$ cat config.mk
export PLATFORM = sky130hd
export DESIGN_NAME = ftr_regs
export DESIGN_NICKNAME = d
export VERILOG_FILES = /design/src/core/ftr_pkg.sv /design/src/core/ftr_regs.sv
export SDC_FILE = /design/constraint.sdc
export NUM_CORES = 1
export LEC_CHECK = 0
export ABC_AREA = 1
export BUFFER_PORTS_ARGS = -buffer_cell sky130_fd_sc_hd__clkbuf_2
export CORE_MARGIN = 8
export CORE_UTILIZATION = 53
export DETAILED_ROUTE_END_ITERATION = 10
export PLACE_DENSITY = 0.94
export SLEW_MARGIN = 20
export SYNTH_ARGS = -nofsm -noshare
export SYNTH_HDL_FRONTEND = slang
export SYNTH_SLANG_ARGS = --single-unit
$ cat constraint.sdc
create_clock -name hclk -period 3.8 [get_ports hclk]
set_input_delay 0 -clock hclk [delete_from_list [all_inputs] [get_ports hclk]]
set_output_delay 0 -clock hclk [all_outputs]
set_load 0.05 [all_outputs]
$ cat src/core/ftr_pkg.sv
// Package for the fan tach and temperature result register bank
package ftr_pkg;

    // Register indices; byte address is four times the index
    localparam logic [7:0] IDX_DIE_TEMP       = 8'h00;
    localparam logic [7:0] IDX_FAR_UPPER      = 8'h01;
    localparam logic [7:0] IDX_DIE_HIGH       = 8'h05;
    localparam logic [7:0] IDX_FAR_LOWER      = 8'h10;
    localparam logic [7:0] IDX_CORR_UPPER     = 8'h11;
    localparam logic [7:0] IDX_CORR_LOWER     = 8'h12;
    localparam logic [7:0] IDX_TACH_LOW_EDGES = 8'h46;
    localparam logic [7:0] IDX_TACH_UPPER     = 8'h47;
    localparam logic [7:0] IDX_LIMIT_LOWER    = 8'h48;
    localparam logic [7:0] IDX_LIMIT_UPPER    = 8'h49;
    localparam logic [7:0] IDX_TACH_CTRL      = 8'h4A;

    // Reset values
    localparam logic [7:0] RST_DIE_HIGH    = 8'h46;
    localparam logic [7:0] RST_CORR        = 8'h00;
    localparam logic [7:0] RST_LIMIT_UPPER = 8'hFF;
    localparam logic [5:0] RST_LIMIT_LOWER = 6'h3F;
    localparam logic [1:0] RST_EDGE_SEL    = 2'h1;

    // Field positions
    localparam int FRAC_LSB      = 5;
    localparam int LIMIT_LSB     = 2;
    localparam int CTRL_CLK360   = 2;

    // Edge selection codes
    localparam logic [1:0] EDGE_SEL_2 = 2'h1;
    localparam logic [1:0] EDGE_SEL_3 = 2'h2;
    localparam logic [1:0] EDGE_SEL_5 = 2'h3;

    // Edges used and period scale per code
    localparam logic [2:0] EDGES_2  = 3'h2;
    localparam logic [2:0] EDGES_3  = 3'h3;
    localparam logic [2:0] EDGES_5  = 3'h5;
    localparam logic [2:0] SCALE_4  = 3'h4;
    localparam logic [2:0] SCALE_2  = 3'h2;
    localparam logic [2:0] SCALE_1  = 3'h1;

    // AHB encodings
    localparam logic [1:0] HTRANS_NONSEQ = 2'h2;
    localparam logic [1:0] HTRANS_SEQ    = 2'h3;

    typedef struct packed {
        logic [2:0] edges;
        logic [2:0] scale;
    } ftr_tach_cfg_t;

    typedef struct packed {
        logic [10:0] value;
        logic        valid;
    } ftr_far_sample_t;

endpackage : ftr_pkg

$ cat src/core/ftr_regs.sv
// Fan tach limit, die and far diode temperature register bank on AHB-Lite
// Contract
// - 360 kHz clock forces period scale one
// - 16-bit tach limit, resets ones, bits 1:0 unused
// - Die temperature read-only 8-bit byte
// - Die high limit writable, resets to 0x46
// - Far upper byte two's complement integer
// - Far lower bits 7:5 fraction, 4:0 zero
// - Signed correction added to converter output
// - Tach lower read freezes upper until read
//
// The implementer's own choice: the AHB-Lite slave port.
`timescale 1ns/1ps
`default_nettype none

module ftr_regs #(
    parameter int ADC_W = 11
) (
    input  wire logic                    hclk,
    input  wire logic                    hresetn,
    input  wire logic                    hsel,
    input  wire logic [31:0]             haddr,
    input  wire logic [1:0]              htrans,
    input  wire logic                    hwrite,
    input  wire logic [2:0]              hsize,
    input  wire logic [31:0]             hwdata,
    input  wire logic                    hready,
    output logic                         hreadyout,
    output logic                         hresp,
    output logic [31:0]                  hrdata,
    input  wire logic [7:0]              die_temp,
    input  wire ftr_pkg::ftr_far_sample_t far_adc,
    input  wire logic [15:0]             tach_count,
    output ftr_pkg::ftr_tach_cfg_t       tach_cfg,
    output logic [15:0]                  tach_limit,
    output logic [7:0]                   die_high_limit,
    output logic [10:0]                  far_temp
);

    if (ADC_W != 11) begin : g_check
        $error("ftr_regs supports only an 11-bit converter result");
    end

    logic [7:0]  die_high_q;
    logic [7:0]  corr_upper_q;
    logic [2:0]  corr_lower_q;
    logic [7:0]  limit_upper_q;
    logic [5:0]  limit_lower_q;
    logic [1:0]  edge_sel_q;
    logic        clk360_q;
    logic [10:0] far_q;
    logic [2:0]  far_frac_hold_q;
    logic        far_lock_q;
    logic [7:0]  tach_upper_hold_q;
    logic        tach_lock_q;
    logic [31:0] hrdata_q;
    logic        wr_pend_q;
    logic [7:0]  wr_idx_q;
    logic        acc;
    logic [7:0]  idx;
    logic        rd_acc;
    logic [7:0]  rd_d;

    // Zero wait states; the slave never stalls
    assign hreadyout = 1'b1;
    assign hresp     = 1'b0;
    assign hrdata    = hrdata_q;

    // Only word transfers are expected; hsize is accepted as given
    assign acc    = hsel && hready && (htrans == ftr_pkg::HTRANS_NONSEQ ||
                                       htrans == ftr_pkg::HTRANS_SEQ);
    assign idx    = haddr[9:2];
    assign rd_acc = acc && !hwrite && (haddr[31:10] == 22'h0);

    // Data phase of a write commits on the next edge
    always_ff @(posedge hclk or negedge hresetn) begin
        if (!hresetn) begin
            wr_pend_q <= 1'b0;
            wr_idx_q  <= 8'h00;
        end else begin
            wr_pend_q <= acc && hwrite && (haddr[31:10] == 22'h0);
            wr_idx_q  <= idx;
        end
    end

    // Writable limits and correction
    always_ff @(posedge hclk or negedge hresetn) begin
        if (!hresetn) begin
            die_high_q    <= ftr_pkg::RST_DIE_HIGH;
            corr_upper_q  <= ftr_pkg::RST_CORR;
            corr_lower_q  <= ftr_pkg::RST_CORR[2:0];
            limit_upper_q <= ftr_pkg::RST_LIMIT_UPPER;
            limit_lower_q <= ftr_pkg::RST_LIMIT_LOWER;
            edge_sel_q    <= ftr_pkg::RST_EDGE_SEL;
            clk360_q      <= 1'b0;
        end else if (wr_pend_q) begin
            unique case (wr_idx_q)
                ftr_pkg::IDX_DIE_HIGH:    die_high_q    <= hwdata[7:0];
                ftr_pkg::IDX_CORR_UPPER:  corr_upper_q  <= hwdata[7:0];
                ftr_pkg::IDX_CORR_LOWER:
                    corr_lower_q <= hwdata[ftr_pkg::FRAC_LSB +: 3];
                ftr_pkg::IDX_LIMIT_UPPER: limit_upper_q <= hwdata[7:0];
                ftr_pkg::IDX_LIMIT_LOWER:
                    limit_lower_q <= hwdata[ftr_pkg::LIMIT_LSB +: 6];
                ftr_pkg::IDX_TACH_CTRL: begin
                    edge_sel_q <= hwdata[1:0];
                    clk360_q   <= hwdata[ftr_pkg::CTRL_CLK360];
                end
                default: ;
            endcase
        end
    end

    // Correction added to every conversion; wraps like the converter
    always_ff @(posedge hclk or negedge hresetn) begin
        if (!hresetn) begin
            far_q <= 11'h000;
        end else if (far_adc.valid) begin
            far_q <= far_adc.value + {corr_upper_q, corr_lower_q};
        end
    end

    // Upper read latches the matching fraction so a later conversion
    // cannot split the pair
    always_ff @(posedge hclk or negedge hresetn) begin
        if (!hresetn) begin
            far_lock_q      <= 1'b0;
            far_frac_hold_q <= 3'h0;
        end else if (rd_acc && idx == ftr_pkg::IDX_FAR_UPPER) begin
            far_lock_q      <= 1'b1;
            far_frac_hold_q <= far_q[2:0];
        end else if (rd_acc && idx == ftr_pkg::IDX_FAR_LOWER) begin
            far_lock_q <= 1'b0;
        end
    end

    // Lower tach read freezes the upper half until it is read
    always_ff @(posedge hclk or negedge hresetn) begin
        if (!hresetn) begin
            tach_lock_q       <= 1'b0;
            tach_upper_hold_q <= 8'h00;
        end else if (rd_acc && idx == ftr_pkg::IDX_TACH_LOW_EDGES && !tach_lock_q) begin
            tach_lock_q       <= 1'b1;
            tach_upper_hold_q <= tach_count[15:8];
        end else if (rd_acc && idx == ftr_pkg::IDX_TACH_UPPER) begin
            tach_lock_q <= 1'b0;
        end
    end

    // Read mux; unmapped reads return zero
    always_comb begin
        rd_d = 8'h00;
        unique case (idx)
            ftr_pkg::IDX_DIE_TEMP:    rd_d = die_temp;
            ftr_pkg::IDX_FAR_UPPER:   rd_d = far_q[10:3];
            ftr_pkg::IDX_DIE_HIGH:    rd_d = die_high_q;
            ftr_pkg::IDX_FAR_LOWER:
                rd_d = {(far_lock_q ? far_frac_hold_q : far_q[2:0]), 5'h00};
            ftr_pkg::IDX_CORR_UPPER:  rd_d = corr_upper_q;
            ftr_pkg::IDX_CORR_LOWER:  rd_d = {corr_lower_q, 5'h00};
            ftr_pkg::IDX_TACH_LOW_EDGES: rd_d = {tach_count[7:2], edge_sel_q};
            ftr_pkg::IDX_TACH_UPPER:
                rd_d = tach_lock_q ? tach_upper_hold_q : tach_count[15:8];
            ftr_pkg::IDX_LIMIT_UPPER: rd_d = limit_upper_q;
            ftr_pkg::IDX_LIMIT_LOWER: rd_d = {limit_lower_q, 2'h0};
            ftr_pkg::IDX_TACH_CTRL:   rd_d = {5'h00, clk360_q, edge_sel_q};
            default:                  rd_d = 8'h00;
        endcase
        if (haddr[31:10] != 22'h0) begin
            rd_d = 8'h00;
        end
    end

    // Read data registered at the address phase, stands in the data phase
    always_ff @(posedge hclk or negedge hresetn) begin
        if (!hresetn) begin
            hrdata_q <= 32'h0000_0000;
        end else if (rd_acc) begin
            hrdata_q <= {24'h00_0000, rd_d};
        end
    end

    // Edge count and period scale
    always_comb begin
        unique case (edge_sel_q)
            ftr_pkg::EDGE_SEL_3: begin
                tach_cfg.edges = ftr_pkg::EDGES_3;
                tach_cfg.scale = ftr_pkg::SCALE_2;
            end
            ftr_pkg::EDGE_SEL_5: begin
                tach_cfg.edges = ftr_pkg::EDGES_5;
                tach_cfg.scale = ftr_pkg::SCALE_1;
            end
            default: begin
                // Reserved code behaves as the two-edge setting
                tach_cfg.edges = ftr_pkg::EDGES_2;
                tach_cfg.scale = ftr_pkg::SCALE_4;
            end
        endcase
        if (clk360_q) begin
            tach_cfg.scale = ftr_pkg::SCALE_1;
        end
    end

    assign tach_limit     = {limit_upper_q, limit_lower_q, 2'h0};
    assign die_high_limit = die_high_q;
    assign far_temp       = far_q;

endmodule : ftr_regs

`default_nettype wire

==> flow_metrics.py <==
metrics = {
    "run_status": {
        "status": "finished clean",
    },
    "cells_and_area": {
        "final_common_cell": "nand2_1",
        "layout_common_cells": "188 x nand2_1, 123 x clkbuf_2, 85 x nand3_1, 84 x inv_1, 63 x nor2_1",
        "fin_area_mm2": 0.00574,
        "fin_nets": 923,
        "fillers": 704,
        "diodes": 0,
        "drive_above_1_share_pct": 21.2,
        "postLayoutCoreUtil_pct": 66.5,
        "synthToLayoutAreaGrowth_pct": 22.6,
    },
    "worst_setup_path": {
        "criticalPathCategory": "primary input to flop",
        "cp.arrival_ns": 2.44,
        "critical_path.max_fanout": 26,
        "cp_slowest_cell": "nor2_2",
        "critPathLaunchType": "primary input",
        "cp.required_ns": 4.05,
        "cpMostUsedCell": "nand2_1",
        "cp-end-kind": "flop",
        "critical-path-max-stage-delay_ns": 0.74,
        "crit_chain": "dlygate4sd3_1, clkbuf_2, inv_1, nand2_1, nor2_2, nand2_1, nor2_4, nand3_1, nand2_1, inv_1",
    },
    "sta": {
        "period_share_pct": 57.6,
        "period_minus_slack_ns": 2.19,
        "fmax_mhz": 457,
        "tightest_slew_ns": 0.956,
        "hold_violations": 0,
        "slew_headroom_pct": 36.0,
        "setup_viol": 0,
        "rsz0062_at_grt": "no",
        "clock_skew_ns": 0.00646,
        "setup-tns-final_ns": 0,
        "slew_violations": 0,
    },
    "floorplan": {
        "die_w_um": 110,
        "io_pins": 185,
        "initial_core_util_pct": 54.2,
        "die_h_um": 110,
        "row_count": 34,
        "die_area_mm2": 0.0121,
        "core-area_mm2": 0.00864,
    },
    "logic_synthesis": {
        "ys_ff_latch": 77,
        "yosysSeqAreaShare_pct": 41.7,
        "synth_cells": 653,
        "ys_warn_count": 0,
        "yosysUniqueCellTypes": 35,
        "postSynthAreaPerCell_um2": 7.17,
        "synth_area_mm2": 0.00468,
    },
    "drt": {
        "drtPass1Iterations": 5,
        "num_vias": 4743,
        "wl_per_cell_um": 15.3,
        "ant_nets": 0,
        "drt_iter0_markers": 381,
        "post-route-drc-count": 0,
        "wl_mm": 14.0,
        "via_per_inst": 5.18,
    },
    "grt": {
        "grt_max_degree": 44,
        "antenna_found_initial": 0,
        "grt_use_total_pct": 23.3,
        "gr-total-overflow": 0,
        "grt_pass1_vias": 4585,
        "grt_pass1_wl_mm": 21.9,
    },
    "clock_tree": {
        "cts_resized": 0,
        "htree_levels": 3,
        "cts_sinks": 77,
        "cts_buffer_depth": 2,
        "cts_tree": "yes",
        "clk_pin_slew_ns": 0.07,
        "cts_hold_buf": 28,
        "root_buffer": "clkbuf_8",
        "cts_setup_buffers": 0,
        "worstSkewPairLatency_ns": 0.35,
        "cts_buffers": 9,
    },
    "flow_run": {
        "maxCapViolations": 0,
    },
    "hold_path": {
        "holdCritPathClass": "primary input to flop",
    },
    "power_and_ir_drop": {
        "p_per_area_mw_per_mm2": 312,
        "ir_drop_uv": 269,
        "p_leak_nw": 3.36,
    },
    "placement": {
        "portBuffers": 124,
        "hpwl_mm": 10.7,
        "gp_congestion": 0.957,
        "dpl_cell_area_mm2": 0.00526,
    },
}
## registers in the layout, summed over array words and instances (netlist names)
name               count
die_high_limit         8
tach_upper_hold_q      8
wr_pend_q              1
hrdata                 8
far_frac_hold_q        3
edge_sel_q             2
limit_lower_q          6
far_temp              11
tach_lock_q            1
far_lock_q             1
corr_upper_q           8
wr_idx_q               8
limit_upper_q          8
clk360_q               1
corr_lower_q           3
## worst max-delay path, delay by kind of cell
family	cells	cell delay (ns)
AND/OR/NAND/NOR	6	1.64
buffers and inverters	4	0.78
## cell type report
| type | count | area (µm²) | share of cell area [%] |
|---|---|---|---|
| multi-input combinational | 474 | 2210 | 38.6 |
| sequential | 77 | 1950 | 34.0 |
| timing repair buffer | 154 | 916 | 16.0 |
| inverter | 86 | 323 | 5.62 |
| clock buffer | 12 | 178 | 3.10 |
| tap | 108 | 135 | 2.35 |
| clock inverter | 4 | 23.8 | 0.414 |
## report_power, final
part | switching (mW) | leakage [nW] | total, mW | internal (mW)
registers | 0.0152 | 0.839 | 0.854 | 0.838
logic | 0.228 | 2.41 | 0.320 | 0.0923
clock network | 0.298 | 0.108 | 0.615 | 0.317
## per-layer routing
metal,global-route usage (%),vias up,share of wire (%)
li1,-,2309,-
met1,27.7,2132,38
met2,38.2,256,47
met3,5.69,46,11
met4,12.1,0,3.8
met5,1.26,-,0
## final timing paths
| kind | startpoint | end | slack, ns | depth (start not counted) |
|---|---|---|---|---|
| hold reg to reg | hrdata[7]$_DFFE_PN0N_ | hrdata[7]$_DFFE_PN0N_ | 0.49 | 2 |
| hold / removal | far_adc[1] | far_temp[0]$_DFFE_PN0P_ | 0.02 | 4 |
| setup reg to reg | corr_lower_q[0]$_DFFE_PN0P_ | far_temp[8]$_DFFE_PN0P_ | 1.91 | 13 |
| min in group asynchronous | hresetn | edge_sel_q[1]$_DFFE_PN0P_ | 0.34 | 2 |
| setup / recovery | haddr[9] | tach_upper_hold_q[3]$_DFFE_PN0P_ | 1.61 | 10 |
| max in group asynchronous | hresetn | limit_upper_q[0]$_DFFE_PN1P_ | 2.58 | 3 |
## stage by stage
stage	setup slack, ns	hold slack [ns]	instances	power (mW)
2_1_floorplan	2.16	-0.296	679	1.08
3_3_place_gp	1.96	0.138	871	1.16
3_5_place_dp	1.94	0.145	871	1.16
4_1_cts	1.73	0.0141	915	1.79
5_1_grt	1.42	0.0391	915	1.85
6_report	1.61	0.0162	915	1.79
## cell usage after synthesis (all sizes together)
| library cell | number | area, µm² |
|---|---|---|
| a21oi | 6 | 30.0 |
| a31oi | 2 | 12.5 |
| buf | 35 | 264 |
| clkbuf | 7 | 26.3 |
| conb | 2 | 7.51 |
| dfrtp | 59 | 1480 |
| dfstp | 18 | 473 |
| fa | 1 | 20.0 |
| ha | 10 | 125 |
| inv | 86 | 323 |
| nand2 | 191 | 734 |
| nand3 | 86 | 435 |
| nand3b | 3 | 22.5 |
| nor2 | 67 | 285 |
| nor3 | 6 | 35.0 |
| nor3b | 2 | 20.0 |
| nor4 | 1 | 6.26 |
| o21a | 1 | 7.51 |
| o21ai | 61 | 305 |
| o21bai | 1 | 7.51 |
| or2 | 3 | 18.8 |
| xnor2 | 5 | 43.8 |
## logic make-up (layout without fill, tap and decap cells)
family / after synthesis / count (layout) / synth area share, %
buffers and inverters: 128 / 256 / 13.1
AOI/OAI and AO/OA: 71 / 71 / 7.75
other: 2 / 28 / 0.160
xor gates and xnor gates: 5 / 5 / 0.936
DFF: 77 / 77 / 41.7
adders and majority gates: 11 / 11 / 3.10
and+or+nand+nor: 359 / 359 / 33.3
No activity file was read; power rests on OpenSTA's default activity.
